File: src/hw/two_port_parallel_io_cfg.svh
// Register word indices, field widths and reset values of the two-port parallel I/O block.
// Assumes inclusion by bare name from the design files.
`ifndef TWO_PORT_PARALLEL_IO_CFG_SVH
`define TWO_PORT_PARALLEL_IO_CFG_SVH
`define FIRST_PORT_DATA_IDX       12'h000
`define SECOND_PORT_DATA_IDX      12'h001
`define FIRST_PORT_DIRECTION_IDX  12'h004
`define SECOND_PORT_DIRECTION_IDX 12'h005
`define FIRST_PORT_PULLUP_IDX     12'h00D
`define TIMER_SELECT_IDX          12'h010
`define KEYPAD_ENABLE_IDX         12'h011
`define FIRST_PORT_WIDTH          5
`define SECOND_PORT_WIDTH         8
`define TIMER_CHANNELS            2
`define TIMER_ZERO_PIN            2
`define TIMER_ONE_PIN             3
`define REG_RESET_5               5'h00
`define REG_RESET_8               8'h00
`define REG_RESET_4               4'h0
`define READ_ZERO_32              32'h00000000
`define SYNC_ZERO_5               5'h00
`define SYNC_ZERO_8               8'h00
`endif

File: src/hw/two_port_parallel_io_pkg.sv
// Types shared by the two-port parallel I/O block.
// Assumes the cfg header is compiled alongside.
package two_port_parallel_io_pkg;
    typedef logic [4:0] first_port_bits_t;
    typedef logic [7:0] second_port_bits_t;
endpackage : two_port_parallel_io_pkg

File: src/hw/pin_sync.sv
// Three-stage synchroniser with agreement filter for a group of pins.
// Assumes pins change asynchronously to i_clk.
`timescale 1ns/10ps
`default_nettype none
module pin_sync #(
    parameter int WIDTH = 8
) (
    input  wire logic             i_clk,
    input  wire logic             i_nrst,
    input  wire logic [WIDTH-1:0] i_pins,
    output logic      [WIDTH-1:0] o_level
);
    logic [WIDTH-1:0] stage1;
    logic [WIDTH-1:0] stage2;
    logic [WIDTH-1:0] stage3;

    // The first stage feeds only the second; metastability must not reach the filter.
    always_ff @(posedge i_clk) begin
        if (!i_nrst) begin
            stage1  <= '0;
            stage2  <= '0;
            stage3  <= '0;
            o_level <= '0;
        end else begin
            stage1 <= i_pins;
            stage2 <= stage1;
            stage3 <= stage2;
            for (int i = 0; i < WIDTH; i++) begin
                if (stage2[i] == stage3[i]) begin
                    o_level[i] <= stage3[i];
                end
            end
        end
    end
endmodule : pin_sync
`default_nettype wire

File: src/hw/two_port_parallel_io.sv
// Two-port parallel I/O block: a five-pin port and an eight-pin port behind an APB slave.
// Assumes pins are resolved by the board; pullups and shared functions enter as plain ports.
//
// What this block does
// Five-pin and eight-pin ports, each pin programmable.
// First port has per-pin readable writable latches.
// Reset leaves first port latches unchanged.
// First port direction bits steer each pin.
// Direction 1 drives pin, 0 makes input.
// Pullup only when enabled and general input.
// Keypad enables turn pins into interrupt inputs.
// Pins 3 and 2 serve timer channels.
// Data reads: latch for outputs, pin for inputs.
// Second port direction works like the first.
`include "two_port_parallel_io_cfg.svh"
`timescale 1ns/10ps
`default_nettype none
module two_port_parallel_io (
    input  wire logic                                   i_clk,
    input  wire logic                                   i_nrst,
    input  wire logic                                   i_psel,
    input  wire logic                                   i_penable,
    input  wire logic                                   i_pwrite,
    input  wire logic [11:0]                            i_paddr,
    input  wire logic [31:0]                            i_pwdata,
    input  wire logic [3:0]                             i_pstrb,
    output logic      [31:0]                            o_prdata,
    output logic                                        o_pready,
    output logic                                        o_pslverr,
    input  wire two_port_parallel_io_pkg::first_port_bits_t  i_first_port_pins,
    output logic      [`FIRST_PORT_WIDTH-1:0]           o_first_port_pins,
    output logic      [`FIRST_PORT_WIDTH-1:0]           o_first_port_pins_oe,
    output logic      [`FIRST_PORT_WIDTH-1:0]           o_first_port_pullup_on,
    input  wire two_port_parallel_io_pkg::second_port_bits_t i_second_port_pins,
    output logic      [`SECOND_PORT_WIDTH-1:0]          o_second_port_pins,
    output logic      [`SECOND_PORT_WIDTH-1:0]          o_second_port_pins_oe,
    input  wire logic [`TIMER_CHANNELS-1:0]             i_timer_channel_out,
    input  wire logic [`TIMER_CHANNELS-1:0]             i_timer_channel_drive,
    output logic      [`TIMER_CHANNELS-1:0]             o_timer_channel_in,
    output logic      [`FIRST_PORT_WIDTH-1:0]           o_keypad_wakeup_pins
);

    ////////////////////////////////////////////////////////////////////////////////////
    // Registers.

    two_port_parallel_io_pkg::first_port_bits_t  first_port_data;
    two_port_parallel_io_pkg::second_port_bits_t second_port_data;
    two_port_parallel_io_pkg::first_port_bits_t  first_port_direction;
    two_port_parallel_io_pkg::second_port_bits_t second_port_direction;
    two_port_parallel_io_pkg::first_port_bits_t  first_port_pullup_enable;
    logic [3:0]                                  timer_select;
    two_port_parallel_io_pkg::first_port_bits_t  keypad_pin_irq_enables;
    two_port_parallel_io_pkg::first_port_bits_t  first_level;
    two_port_parallel_io_pkg::second_port_bits_t second_level;
    two_port_parallel_io_pkg::first_port_bits_t  first_general;
    logic [`TIMER_CHANNELS-1:0]                  timer_owns;
    logic                                        wr_en;
    logic                                        rd_en;
    logic [31:0]                                 next_prdata;

    assign wr_en     = i_psel && i_penable && i_pwrite && i_pstrb[0];
    assign rd_en     = i_psel && !i_pwrite;
    assign o_pready  = 1'b1;
    assign o_pslverr = 1'b0;

    function automatic logic hit(input logic [11:0] addr, input logic [11:0] idx);
        hit = (addr == {idx[9:0], 2'b00});
    endfunction : hit

    ////////////////////////////////////////////////////////////////////////////////////
    // Data latches have no reset so that the latched output value survives a system reset.

    always_ff @(posedge i_clk) begin
        if (wr_en && hit(i_paddr, `FIRST_PORT_DATA_IDX)) begin
            first_port_data <= i_pwdata[`FIRST_PORT_WIDTH-1:0];
        end
    end

    always_ff @(posedge i_clk) begin
        if (wr_en && hit(i_paddr, `SECOND_PORT_DATA_IDX)) begin
            second_port_data <= i_pwdata[`SECOND_PORT_WIDTH-1:0];
        end
    end

    // Simulation starts these latches unknown; software must write before enabling drivers.
    always_ff @(posedge i_clk) begin
        if (!i_nrst) begin
            first_port_direction <= `REG_RESET_5;
        end else if (wr_en && hit(i_paddr, `FIRST_PORT_DIRECTION_IDX)) begin
            first_port_direction <= i_pwdata[`FIRST_PORT_WIDTH-1:0];
        end
    end

    always_ff @(posedge i_clk) begin
        if (!i_nrst) begin
            second_port_direction <= `REG_RESET_8;
        end else if (wr_en && hit(i_paddr, `SECOND_PORT_DIRECTION_IDX)) begin
            second_port_direction <= i_pwdata[`SECOND_PORT_WIDTH-1:0];
        end
    end

    always_ff @(posedge i_clk) begin
        if (!i_nrst) begin
            first_port_pullup_enable <= `REG_RESET_5;
        end else if (wr_en && hit(i_paddr, `FIRST_PORT_PULLUP_IDX)) begin
            first_port_pullup_enable <= i_pwdata[`FIRST_PORT_WIDTH-1:0];
        end
    end

    // Bits [1:0] are channel zero's edge/level select, [3:2] channel one's.
    always_ff @(posedge i_clk) begin
        if (!i_nrst) begin
            timer_select <= `REG_RESET_4;
        end else if (wr_en && hit(i_paddr, `TIMER_SELECT_IDX)) begin
            timer_select <= i_pwdata[3:0];
        end
    end

    always_ff @(posedge i_clk) begin
        if (!i_nrst) begin
            keypad_pin_irq_enables <= `REG_RESET_5;
        end else if (wr_en && hit(i_paddr, `KEYPAD_ENABLE_IDX)) begin
            keypad_pin_irq_enables <= i_pwdata[`FIRST_PORT_WIDTH-1:0];
        end
    end

    ////////////////////////////////////////////////////////////////////////////////////
    // Pin synchronisers.

    pin_sync #(.WIDTH(`FIRST_PORT_WIDTH)) first_sync (
        .i_clk   (i_clk),
        .i_nrst  (i_nrst),
        .i_pins  (i_first_port_pins),
        .o_level (first_level)
    );

    pin_sync #(.WIDTH(`SECOND_PORT_WIDTH)) second_sync (
        .i_clk   (i_clk),
        .i_nrst  (i_nrst),
        .i_pins  (i_second_port_pins),
        .o_level (second_level)
    );

    ////////////////////////////////////////////////////////////////////////////////////
    // Pin function selection.

    // Either edge/level select bit set hands the pin to its timer channel.
    function automatic logic channel_claims(input logic [1:0] edge_level);
        channel_claims = |edge_level;
    endfunction : channel_claims

    assign timer_owns[0] = channel_claims(timer_select[1:0]);
    assign timer_owns[1] = channel_claims(timer_select[3:2]);

    genvar g;
    generate
        for (g = 0; g < `FIRST_PORT_WIDTH; g++) begin : g_first
            if (g == `TIMER_ZERO_PIN || g == `TIMER_ONE_PIN) begin : g_tim
                localparam int CH = (g == `TIMER_ZERO_PIN) ? 0 : 1;
                assign first_general[g] = !timer_owns[CH];
            end else begin : g_gpio
                assign first_general[g] = 1'b1;
            end
        end
    endgenerate

    // Pin outputs come from flops so the board sees no glitches from the select muxes.
    two_port_parallel_io_pkg::first_port_bits_t  next_first_pins;
    two_port_parallel_io_pkg::first_port_bits_t  next_first_oe;
    two_port_parallel_io_pkg::first_port_bits_t  next_first_pull;

    generate
        for (g = 0; g < `FIRST_PORT_WIDTH; g++) begin : g_drive
            if (g == `TIMER_ZERO_PIN || g == `TIMER_ONE_PIN) begin : g_tim
                localparam int CH = (g == `TIMER_ZERO_PIN) ? 0 : 1;
                // The timer sets both value and enable of a pin that it owns.
                assign next_first_pins[g] = timer_owns[CH] ? i_timer_channel_out[CH]
                                                           : first_port_data[g];
                assign next_first_oe[g]   = timer_owns[CH] ? i_timer_channel_drive[CH]
                                                           : first_port_direction[g];
            end else begin : g_gpio
                assign next_first_pins[g] = first_port_data[g];
                assign next_first_oe[g]   = first_port_direction[g];
            end
            // A pull is never left on against a driven or a shared pin.
            assign next_first_pull[g] = first_port_pullup_enable[g] && first_general[g]
                                        && !first_port_direction[g];
        end
    endgenerate

    always_ff @(posedge i_clk) begin
        if (!i_nrst) begin
            o_first_port_pins      <= `REG_RESET_5;
            o_first_port_pins_oe   <= `REG_RESET_5;
            o_first_port_pullup_on <= `REG_RESET_5;
        end else begin
            o_first_port_pins      <= next_first_pins;
            o_first_port_pins_oe   <= next_first_oe;
            o_first_port_pullup_on <= next_first_pull;
        end
    end

    always_ff @(posedge i_clk) begin
        if (!i_nrst) begin
            o_second_port_pins    <= `REG_RESET_8;
            o_second_port_pins_oe <= `REG_RESET_8;
        end else begin
            o_second_port_pins    <= second_port_data;
            o_second_port_pins_oe <= second_port_direction;
        end
    end

    // The timer always sees its pins, so input capture works while it drives them.
    always_ff @(posedge i_clk) begin
        if (!i_nrst) begin
            o_timer_channel_in <= '0;
        end else begin
            o_timer_channel_in[0] <= first_level[`TIMER_ZERO_PIN];
            o_timer_channel_in[1] <= first_level[`TIMER_ONE_PIN];
        end
    end

    always_ff @(posedge i_clk) begin
        if (!i_nrst) begin
            o_keypad_wakeup_pins <= `REG_RESET_5;
        end else begin
            o_keypad_wakeup_pins <= first_level & keypad_pin_irq_enables;
        end
    end

    ////////////////////////////////////////////////////////////////////////////////////
    // Address decode for the read mux.

    logic                                        sel_first_data;
    logic                                        sel_second_data;
    logic                                        sel_first_dir;
    logic                                        sel_second_dir;
    logic                                        sel_pullup;
    logic                                        sel_timer;
    logic                                        sel_keypad;
    logic                                        sel_none;
    logic                                        read_setup;
    logic [7:0]                                  first_view;
    logic [7:0]                                  second_view;
    logic [31:0]                                 rd_first_data;
    logic [31:0]                                 rd_second_data;
    logic [31:0]                                 rd_first_dir;
    logic [31:0]                                 rd_second_dir;
    logic [31:0]                                 rd_pullup;
    logic [31:0]                                 rd_timer;
    logic [31:0]                                 rd_keypad;

    assign sel_first_data  = hit(i_paddr, `FIRST_PORT_DATA_IDX);
    assign sel_second_data = hit(i_paddr, `SECOND_PORT_DATA_IDX);
    assign sel_first_dir   = hit(i_paddr, `FIRST_PORT_DIRECTION_IDX);
    assign sel_second_dir  = hit(i_paddr, `SECOND_PORT_DIRECTION_IDX);
    assign sel_pullup      = hit(i_paddr, `FIRST_PORT_PULLUP_IDX);
    assign sel_timer       = hit(i_paddr, `TIMER_SELECT_IDX);
    assign sel_keypad      = hit(i_paddr, `KEYPAD_ENABLE_IDX);
    // Unmapped words read zero and raise no error, so software may probe freely.
    assign sel_none        = !(sel_first_data || sel_second_data || sel_first_dir
                               || sel_second_dir || sel_pullup || sel_timer || sel_keypad);
    assign read_setup      = rd_en && !i_penable;

    ////////////////////////////////////////////////////////////////////////////////////
    // Pin view of the data registers.

    // Outputs read back their latch; inputs read the synchronised pin level.
    function automatic logic [7:0] pin_view(input logic [7:0] latch,
                                            input logic [7:0] dir,
                                            input logic [7:0] level);
        pin_view = (latch & dir) | (level & ~dir);
    endfunction : pin_view

    assign first_view  = pin_view(8'(first_port_data), 8'(first_port_direction),
                                  8'(first_level));
    assign second_view = pin_view(second_port_data, second_port_direction,
                                  second_level);

    ////////////////////////////////////////////////////////////////////////////////////
    // Read words, each zero above its register width.

    assign rd_first_data  = 32'(first_view);
    assign rd_second_data = 32'(second_view);
    assign rd_first_dir   = 32'(first_port_direction);
    assign rd_second_dir  = 32'(second_port_direction);
    assign rd_pullup      = 32'(first_port_pullup_enable);
    assign rd_timer       = 32'(timer_select);
    assign rd_keypad      = 32'(keypad_pin_irq_enables);

    ////////////////////////////////////////////////////////////////////////////////////
    // APB read data, registered at setup so it is stable through the access phase.

    always_comb begin
        next_prdata = `READ_ZERO_32;
        unique case (1'b1)
            sel_first_data: begin
                next_prdata = rd_first_data;
            end
            sel_second_data: begin
                next_prdata = rd_second_data;
            end
            sel_first_dir: begin
                next_prdata = rd_first_dir;
            end
            sel_second_dir: begin
                next_prdata = rd_second_dir;
            end
            sel_pullup: begin
                next_prdata = rd_pullup;
            end
            sel_timer: begin
                next_prdata = rd_timer;
            end
            sel_keypad: begin
                next_prdata = rd_keypad;
            end
            sel_none: begin
                next_prdata = `READ_ZERO_32;
            end
        endcase
    end

    always_ff @(posedge i_clk) begin
        if (!i_nrst) begin
            o_prdata <= `READ_ZERO_32;
        end else if (read_setup) begin
            o_prdata <= next_prdata;
        end
    end

endmodule : two_port_parallel_io
`default_nettype wire

File: config.mk
export PLATFORM = sky130hd
export DESIGN_NAME = two_port_parallel_io
export DESIGN_NICKNAME = d
export VERILOG_FILES = /design/src/hw/two_port_parallel_io_pkg.sv /design/src/hw/pin_sync.sv /design/src/hw/two_port_parallel_io.sv
export VERILOG_INCLUDE_DIRS = /design/src /design/src/hw
export SDC_FILE = /design/constraint.sdc
export NUM_CORES = 1
export LEC_CHECK = 0
export ABC_CLOCK_PERIOD_IN_PS = 2610
export BUFFER_PORTS_ARGS = -buffer_cell sky130_fd_sc_hd__buf_2
export CAP_MARGIN = 20
export CORE_MARGIN = 4
export CORE_UTILIZATION = 52
export DETAILED_ROUTE_END_ITERATION = 10
export PLACE_DENSITY = 0.76
export SYNTH_ARGS = -nofsm -noshare
export SYNTH_HDL_FRONTEND = slang
export SYNTH_SLANG_ARGS = --single-unit
File: constraint.sdc
create_clock -name i_clk -period 2.61 [get_ports i_clk]
set_input_delay 0.261 -clock i_clk [delete_from_list [all_inputs] [get_ports i_clk]]
set_output_delay 0.261 -clock i_clk [all_outputs]
set_load 0.03 [all_outputs]
After elaboration in Yosys (flattened, before gate mapping). Cells that the tools add are included.

Equality and inequality tests: 19. Muxes and demuxes: 5. Bitwise logic cells: 9. Reductions and logical operators: 38.

Operators with widths (number): 32-bit case mux with 8 select lines (1); 12-bit by 5-bit equality test with 1-bit output, second input constant (2); 12-bit by 7-bit equality test with 1-bit output, second input constant (2); 1-bit logical AND (19); 8-bit AND (2); 1-bit equality test (13); 12-bit by 3-bit equality test with 1-bit output, second input constant (1); 12-bit by 6-bit equality test with 1-bit output, second input constant (1); 12-bit logical NOT (1); 5-bit AND (2); 1-bit logical NOT (10); 5-bit by 8-bit AND with 8-bit output (1); 5-bit NOT with 8-bit output (1); 8-bit NOT (1); 5-bit by 8-bit OR with 8-bit output (1); 8-bit OR (1); 1-bit logical OR (6); 1-bit 2-to-1 mux (4); 2-bit OR reduction (2).

Flip-flop bits (word level): 162. Input port bits: 70. Output and inout bits: 72.

Longest topological paths before layout. Gate-level depths: netlist of the first run.

Depth after elaboration: 9. Depth in mapped cells: 6. Gate-level depth less buffers: 5.

By module. A second synthesis of the first run with hierarchy kept.

Cells, all modules: 475. Area, all modules: 5203.7 um^2.

By module, submodules not included: two_port_parallel_io (instances 1, cells each 340, area an instance 3636.0 um^2, sequential area each 1851.8 um^2); pin_sync (second_sync) (instances 1, cells each 83, area an instance 960.9 um^2, sequential area each 640.6 um^2); pin_sync (first_sync) (instances 1, cells each 52, area an instance 606.8 um^2, sequential area each 400.4 um^2).

Worst setup path after synthesis of the first run. OpenSTA, ideal clock, no wires.

Path kind: input to register. From: in i_paddr[9]. To: reg second_port_data[0] (enable). Arrival time: 1863 ps. Data required time: 2225 ps. Path slack: 362 ps. Cell stages on the path: 5. Path buffers: 1. Path through: nor4_2 > and2_1 > clkbuf_1 > and3_1 > nor3b_1.

Cells in the longest elaborated chain, start to end: 2.

RTL lines: start: declaration (line two_port_parallel_io.sv:24) `input wire logic [11:0] i_paddr,`; 12-bit by 3-bit equality test with 1-bit output (line two_port_parallel_io.sv:67) `hit = (addr == {idx[9:0], 2'b00});`; 1-bit logical AND (line two_port_parallel_io.sv:80) `` if (wr_en && hit(i_paddr, `SECOND_PORT_DATA_IDX)) begin ``; end signal: assignment (line two_port_parallel_io.sv:81) `` second_port_data <= i_pwdata[`SECOND_PORT_WIDTH-1:0]; ``; end: declaration (line two_port_parallel_io.sv:47) `two_port_parallel_io_pkg::second_port_bits_t second_port_data;`.

Every way passes these cells. A chain may end at the register's enable or synchronous reset.

Worst setup path in the final report of the first run.
From: in i_paddr[9]. To: reg second_port_data[1] (enable).

The elaborated chain is that of the path after synthesis.

==> impl_metrics.yaml, run 1 <==
outcome:
  status: "completed"
sta:
  hold_viol: 0
  max_freq_ghz: 0.609
  final.setup.worst_slack_ns: 0.968
  setup-violations-final: 0
  finClkSkew_ns: 0.00635
  period_needed_ns: 1.64
  relSlewSlack_pct: 58.3
  rsz0062_at_grt: "no"
  layout_worst_path_cycle_share_pct: 62.9
  worstMarginPinSlew_ns: 0.625
  hold_slack_ns: 0.0171
  setup_tns_ns: 0
  maxSlewViolCount: 0
setup_path:
  worstPathCellList: "buf_2 -> nor4_2 -> and2_1 -> and3_1 -> nor3b_1 -> buf_4"
  worstPathMaxFanout: 9
  cp_num_buf_inv: 2
  required_ns: 2.84
  start_kind: "primary input"
  critPathMaxStageDelay_ns: 0.39
  crit_family: "simple AND/OR/NAND/NOR gates"
  slowest_stage: "and2_1"
  critical_path.endpoint_type: "flop"
  worstSetupPathType: "in2reg"
  worstPathArrival_ns: 1.87
power_and_ir_drop:
  leakage_nw: 2.65
  powerDensity_mw_per_mm2: 767
  fin_total_pwr_mw: 4.94
  vdd_ir_drop_max_uv: 505
synth:
  synth_warnings: 0
  yosysMostFrequentCell: "dfxtp_1"
  syn_area_mm2: 0.00514
  async_flop_share_pct: 0
  synth_cell_types: 44
  synth_edf_count: 13
  syn_avg_cell_area_um2: 10.8
  synth.area.top_cells: "dfxtp_1 (49%), and2_1 (8.0%), edfxtp_1 (7.6%)"
  ys_seq_elements: 138
  synth_common_cells: "dfxtp_1 (125), and2_1 (66), mux2i_1 (36)"
  synth-seq-area-share_pct: 56.2
  synthCells: 476
  synth_top_area_share_pct: 48.6
  synth.largest_area_cell: "dfxtp_1"
  synth_top_flop_cell: "dfxtp_1"
cts:
  clock_sinks: 138
  cts_tree: "yes"
  cts_setup_buffers: 0
  clock_path_buffers: 2
  clock-root-buffer: "clkbuf_8"
  htree_levels: 4
  cts_buffers: 17
  clk_latency_ns: 0.52
  ctsHoldBuffers: 17
  cts_resized: 0
  clk_pin_slew_ns: 0.06
grt:
  grt_pass1_vias: 3423
  met2_usage_pct: 30.0
  grt.met3_usage_pct: 6.00
  grt_pass1_wl_um: 17000
  track_usage_pct: 19.1
  gr-total-overflow: 0
  grt-busiest-layer: "met2"
  grt_max_degree: 49
  met1_usage_pct: 24.3
  antenna_found_initial: 0
floorplan:
  ios: 142
  die_w_um: 107
  num_rows: 36
  core_mm2: 0.00968
  chipHeight_um: 107
  initial_core_util_pct: 53.1
  die_area_mm2: 0.0115
final_layout:
  area.growth.synth_to_final_pct: 25.0
  finalInstanceArea_mm2: 0.00643
  fin_cells: 733
  utilization_pct: 66.4
  antennaDiodeCount: 0
  n_fill_cell: 758
  drive_gt1_share_pct: 23.3
  final_nets: 657
route:
  dr.pass1.iters: 4
  wl_per_cell_um: 14.6
  finalWirelength_um: 10700
  via_count: 3640
  final_antenna_net_count: 0
  vias_per_cell: 4.97
  drt_iter0_drc: 171
  drc: 0
place:
  hpwl_um: 7270
  place_ws_ns: 0.482
  placed_cells: 684
  port-buffer-count: 88
  gp_congestion: 0.913
  placed_area_mm2: 0.00563
worst_hold_path:
  hp-class: "in2reg"
flow_run:
  max_cap_viol_count: 0
==> state kept, by name (all words and copies together) (netlist names), 8 cells and up <==
name / count
o_prdata: 8
o_second_port_pins: 8
o_second_port_pins_oe: 8
second_port_data: 8
second_port_direction: 8
second_sync.o_level: 8
second_sync.stage1: 8
second_sync.stage2: 8
second_sync.stage3: 8
==> report_power, final <==
part	switching (mW)	internal [mW]
Clock	0.897	1.64
Sequential	0.00958	2.17
Combinational	0.142	0.0794
Total	1.05	3.89
==> worst min-delay path, cell delays in order <==
cell	delay, ns
buf_2	0.09
o21ai_0	0.05
a21boi_0	0.08
==> worst paths after layout <==
| check | startpoint | end | slack (ns) | depth (start not counted) |
|---|---|---|---|---|
| hold reg to reg | second_sync.stage1[3] | second_sync.stage2[3] | 0.43 | 1 |
| setup / recovery | i_paddr[9] | second_port_data[1] | 0.97 | 6 |
| hold / removal | i_timer_channel_out[1] | o_first_port_pins[3] | 0.02 | 3 |
| setup reg to reg | second_sync.o_level[3] | o_prdata[3] | 1.30 | 4 |
==> routing by layer <==
layer  wire length [um]  part of all wire, %
met1               4730                   44
met2               5090                   48
met3                625                  5.8
met4                248                  2.3
met5                  0                    0
==> final cells by class <==
cell class	instances	area, um2	area share, %
sequential	138	2890	45.0
multi-input combinational	316	2060	32.1
clock inverter	13	184	2.86
clock buffer	19	453	7.04
inverter	1	3.75	0.0583
tap	133	166	2.59
timing repair buffer	113	671	10.4
==> cell families (layout without fill, tap and decap cells) <==
kind of cell,after synthesis,after routing,synth area share [%]
other,2,26,0.146
AOI/OAI and AO/OA,67,67,8.58
muxes,38,38,7.44
and+or+nand+nor,185,185,22.2
buffers and inverters,46,146,5.42
DFF,138,138,56.2
==> placed cells by master, fill, tap and decap left out, types with 3 or more instances in the layout <==
cell type	n
nor2b_1	30
mux2i_1	36
a21boi_0	20
and3_1	12
buf_2	88
nor2_1	8
and2_1	66
inv_4	3
conb_1	26
clkbuf_16	17
nand2b_1	5
dlygate4sd3_1	17
o21ai_0	29
nand2_1	31
buf_4	8
a32o_1	4
and3b_1	4
edfxtp_1	13
bufinv_16	4
nand3_1	10
dfxtp_1	125
Power figures use the tool's default switching activity.
==> inputs of run 2 (changes only) <==
--- a/config.mk
+++ b/config.mk
@@ -6,7 +6,7 @@
 export SDC_FILE = /design/constraint.sdc
 export NUM_CORES = 1
 export LEC_CHECK = 0
-export ABC_CLOCK_PERIOD_IN_PS = 2610
+export ABC_CLOCK_PERIOD_IN_PS = 1550
 export BUFFER_PORTS_ARGS = -buffer_cell sky130_fd_sc_hd__buf_2
 export CAP_MARGIN = 20
 export CORE_MARGIN = 4
==> constraint.sdc (replaced) <==
create_clock -name i_clk -period 1.55 [get_ports i_clk]
set_input_delay 0.155 -clock i_clk [delete_from_list [all_inputs] [get_ports i_clk]]
set_output_delay 0.155 -clock i_clk [all_outputs]
set_load 0.03 [all_outputs]
==> run 2 against run 1 <==
Effect of this change: worst hold slack improved by 0.029 ns; clock power rose by 45%; sequential share of layout area fell by 1.4 points; wire length rose by 7.0%; via count rose by 3.9%; sequential power rose by 68%; largest power group unchanged; highest routed layer unchanged.
==> impl_metrics.yaml, run 2 (synthesized netlist as in run 1, its figures left out) <==
floorplan:
  ios: 142
  num_rows: 36
  die_area_mm2: 0.0115
  chipHeight_um: 107
  initial_core_util_pct: 53.1
  core_mm2: 0.00968
  die_w_um: 107
cts:
  clock-root-buffer: "clkbuf_8"
  ctsHoldBuffers: 26
  cts_setup_buffers: 0
  cts_resized: 0
  clk_pin_slew_ns: 0.06
  clock_sinks: 138
  cts_buffers: 17
  clk_latency_ns: 0.51
  cts_tree: "yes"
  htree_levels: 4
  clock_path_buffers: 2
grt:
  track_usage_pct: 20.5
  grt-busiest-layer: "met2"
  grt_pass1_wl_um: 18500
  met2_usage_pct: 35.5
  grt_pass1_vias: 3805
  antenna_found_initial: 0
  met1_usage_pct: 24.8
  gr-total-overflow: 0
  grt.met3_usage_pct: 5.28
  grt_max_degree: 88
power_and_ir_drop:
  leakage_nw: 2.77
  powerDensity_mw_per_mm2: 1170
  vdd_ir_drop_max_uv: 850
  fin_total_pwr_mw: 7.77
sta:
  max_freq_ghz: 0.740
  layout_worst_path_cycle_share_pct: 87.2
  period_needed_ns: 1.35
  finClkSkew_ns: 0.00758
  hold_viol: 0
  final.setup.worst_slack_ns: 0.198
  rsz0062_at_grt: "no"
  maxSlewViolCount: 0
  setup-violations-final: 0
route:
  dr.pass1.iters: 4
  drc: 0
  vias_per_cell: 4.96
  via_count: 3783
  wl_per_cell_um: 15.0
  final_antenna_net_count: 0
  finalWirelength_um: 11400
  drt_iter0_drc: 173
final_layout:
  drive_gt1_share_pct: 26.0
  area.growth.synth_to_final_pct: 29.2
  antennaDiodeCount: 0
  finalInstanceArea_mm2: 0.00665
  final_common_cell: "dfxtp_1"
  fin_cells: 763
  final_cell_mix: "dfxtp_1 (125), buf_2 (88), and2_1 (66), mux2i_1 (36), nand2_1 (31)"
  final_nets: 687
setup_path:
  start_kind: "flop"
  required_ns: 1.94
  worstPathArrival_ns: 1.75
  slowest_stage: "dfxtp_1"
  critPathMaxStageDelay_ns: 0.35
  worstPathCellList: "and3_1 -> o21ai_0 -> a21o_1 -> o221ai_1 -> a32o_1"
  rrSetupSlack_ns: 0.20
  critical_path.endpoint_type: "flop"
  worstSetupPathType: "reg2reg"
  worstPathMaxFanout: 4
flow_run:
  max_cap_viol_count: 0
place:
  gp_congestion: 0.900
  hpwl_um: 7670
  placed_cells: 705
  place_ws_ns: -0.184
  placed_area_mm2: 0.00584
  port-buffer-count: 88
worst_hold_path:
  hp-class: "in2reg"
outcome:
  status: "completed"
## run 2: changes by cell type in the layout (fill, tap and decap cells not counted), sizes merged
cell         previous run  this run
buf                    96       117
dlygate4sd3            17        26
bufinv                  4         1
clkinv                  4         6
clkbuf                 19        18
clkinvlp                0         1
inv                     6         7
## run 2: power by group
| part | internal [mW] | switching (mW) |
|---|---|---|
| combinational | 0.167 | 0.250 |
| sequential | 3.65 | 0.0169 |
| clock | 2.17 | 1.52 |
| total | 5.99 | 1.78 |
## run 2: worst max-delay path, delay by kind of cell, from the launching register on
family          cells  cell delay [ns]
flops               1             0.35
simple gates        1             0.15
compound gates      4             0.73
## run 2: routing by layer
| layer | routed length, um | up-vias |
|---|---|---|
| met4 | 161 | 0 |
| li1 | - | 1865 |
| met3 | 755 | 17 |
| met2 | 5760 | 126 |
| met1 | 4770 | 1775 |
| met5 | 0 | - |
## run 2: through the flow
step                util, %  hold WS, ns  setup TNS, ns
floorplan                 -        0.254         -0.850
global placement       60.3        0.354          -2.58
detailed placement     60.3        0.358          -3.95
CTS                    68.6       0.0266              0
global route           68.6        0.102              0
finish                 68.6       0.0461              0
## run 2: path summary, 6_finish.rpt
kind | start | endpoint | depth (start not counted)
max | second_port_direction[0] | o_prdata[0] | 5
max reg2reg | second_port_direction[0] | o_prdata[0] | 5
min | i_psel | o_prdata[5] | 4
min reg2reg | second_sync.stage1[3] | second_sync.stage2[3] | 1
## run 2: cell type report
| cell class | instances | area (um2) |
|---|---|---|
| inverters | 1 | 3.75 |
| well taps | 133 | 166 |
| clock inverters | 14 | 118 |
| multi-input cells | 316 | 2090 |
| flip-flops and latches | 138 | 2890 |
| clock buffers | 18 | 428 |
| fillers | 727 | 3040 |
| repair buffers | 143 | 943 |
==> inputs of run 3 (changes only) <==
--- a/config.mk
+++ b/config.mk
@@ -6,11 +6,12 @@
 export SDC_FILE = /design/constraint.sdc
 export NUM_CORES = 1
 export LEC_CHECK = 0
-export ABC_CLOCK_PERIOD_IN_PS = 1550
+export ABC_CLOCK_PERIOD_IN_PS = 1500
 export BUFFER_PORTS_ARGS = -buffer_cell sky130_fd_sc_hd__buf_2
 export CAP_MARGIN = 20
 export CORE_MARGIN = 4
 export CORE_UTILIZATION = 52
+export CTS_CLUSTER_SIZE = 20
 export DETAILED_ROUTE_END_ITERATION = 10
 export PLACE_DENSITY = 0.76
 export SYNTH_ARGS = -nofsm -noshare
==> constraint.sdc (replaced) <==
create_clock -name i_clk -period 1.5 [get_ports i_clk]
set_input_delay 0.15 -clock i_clk [delete_from_list [all_inputs] [get_ports i_clk]]
set_output_delay 0.15 -clock i_clk [all_outputs]
set_load 0.03 [all_outputs]
==> run 3 against run 2 <==
Effect of this change: final cell count is 0.79% higher; total power up 3.7%; cell area up 0.87%; non-clock buffer count increased by 6; setup slack worse by 0.048 ns; wire length is 1.6% lower; maximum frequency increased by 0.12%; global-route usage increased by 0.067 points; count of clock-buffer cells in the layout increased by 1; sequential power is 3% higher; core utilization increased by 0.59 points; critical path type unchanged; critical endpoint is now o_prdata[3]; largest power group unchanged.
==> impl_metrics.yaml, run 3 (synthesized netlist as in run 1, its figures left out) <==
outcome:
  status: "completed"
final_layout:
  drive_gt1_share_pct: 26.7
  final_common_cell: "dfxtp_1"
  final_nets: 693
  seq_area_mm2: 0.00289
  final_cell_mix: "dfxtp_1 (125), buf_2 (88), and2_1 (66), mux2i_1 (36), buf_4 (33)"
  antennaDiodeCount: 0
  area.growth.synth_to_final_pct: 30.3
  finalInstanceArea_mm2: 0.00670
  n_fill_cell: 753
  multi_input_area_mm2: 0.00209
cts:
  clk_latency_ns: 0.52
  cts_buffers: 17
  cts_resized: 0
  ctsHoldBuffers: 26
  cts_setup_buffers: 0
  clk_pin_slew_ns: 0.06
  cts_tree: "yes"
  clock-root-buffer: "clkbuf_8"
  clock_path_buffers: 2
  clock_sinks: 138
  htree_levels: 4
setup_path:
  worstPathArrival_ns: 1.80
  worstSetupPathType: "reg2reg"
  critical_path.endpoint_type: "flop"
  start_kind: "flop"
  required_ns: 1.95
  worstPathMaxFanout: 3
power_and_ir_drop:
  p_seq_share_pct: 47.0
  p_comb_share_pct: 5.4
  vdd_ir_drop_max_uv: 737
  leakage_nw: 2.79
  powerDensity_mw_per_mm2: 1200
  p_int_mw: 6.24
  p_clk_share_pct: 47.6
  fin_total_pwr_mw: 8.06
  switching_power_mw: 1.82
  sw_frac_of_total_pct: 22.6
sta:
  hold_slack_ns: 0.0341
  finClkSkew_ns: 0.00496
  max_freq_ghz: 0.740
  rsz0062_at_grt: "no"
  setup-violations-final: 0
  hold_viol: 0
  period_needed_ns: 1.35
  maxSlewViolCount: 0
  layout_worst_path_cycle_share_pct: 90.0
floorplan:
  die_area_mm2: 0.0115
  num_rows: 36
  ios: 142
  die_w_um: 107
  initial_core_util_pct: 53.1
  chipHeight_um: 107
  core_mm2: 0.00968
route:
  drc: 0
  final_antenna_net_count: 0
  wl_per_cell_um: 14.6
  dr.pass1.iters: 4
  vias_per_cell: 4.92
  drt_iter0_drc: 137
  via_count: 3780
  finalWirelength_um: 11300
place:
  port-buffer-count: 88
  gp_congestion: 0.849
  hpwl_um: 7790
  placed_area_mm2: 0.00589
grt:
  grt_max_degree: 109
  track_usage_pct: 20.5
  grt_pass1_wl_um: 18100
  gr-total-overflow: 0
  grt_pass1_vias: 3711
  antenna_found_initial: 0
worst_hold_path:
  hp-class: "in2reg"
flow_run:
  max_cap_viol_count: 0
## run 3: changes by cell type in the layout (fill, tap and decap cells not counted), sizes merged
cell	delta
buf	+6
inv	-2
clkbuf	+1
clkinvlp	+1
## run 3: layer usage
metal | GRT usage, % | up-vias | part of all wire, %
met5 | 0 | - | 0
met4 | 8.66 | 0 | 1.4
met3 | 5.82 | 19 | 7.1
met2 | 33.1 | 137 | 49
met1 | 25.9 | 1746 | 43
li1 | - | 1878 | -
## run 3: final timing paths
| path | startpoint | endpoint | slack, ns | cells past startpoint |
|---|---|---|---|---|
| worst min-delay path | i_psel | o_prdata[7] | 0.03 | 4 |
| worst max-delay path | second_sync.o_level[3] | o_prdata[3] | 0.15 | 4 |
| worst max register to register | second_sync.o_level[3] | o_prdata[3] | 0.15 | 4 |
| worst min register to register | first_sync.stage1[2] | first_sync.stage2[2] | 0.43 | 1 |
## run 3: area by class of cell
type / count / area share, %
sequential: 138 / 43.2
multi-input combinational: 316 / 31.2
timing repair buffer: 149 / 14.7
clock buffer: 19 / 6.59
tap: 133 / 2.48
clock inverter: 13 / 1.74
inverter: 1 / 0.0560
## run 3: critical path, cell delays in order (launching register included)
cell      delay (ns)
dfxtp_1         0.40
or3b_2          0.47
a31oi_1         0.20
a211oi_1        0.06
o21ai_0         0.15
## run 3: power by group through the flow
stage                     logic, mW  clock network [mW]  registers, mW
after floorplan               0.269                   0           3.88
after global placement        0.374                   0           3.87
after detailed placement      0.382                   0           3.87
after CTS                     0.435                3.90           3.79
after global routing          0.475                4.08           3.79
final                         0.438                3.83           3.79
## run 3: stage by stage
step	instances	setup TNS, ns	setup WS (ns)	util, %
6_report	769	0	0.150	69.2
3_5_place_dp	711	-7.43	-0.268	60.8
2_1_floorplan	500	-1.76	-0.123	-
4_1_cts	769	0	0.161	69.2
5_1_grt	769	0	0.0990	69.2
3_3_place_gp	711	-6.30	-0.233	60.8
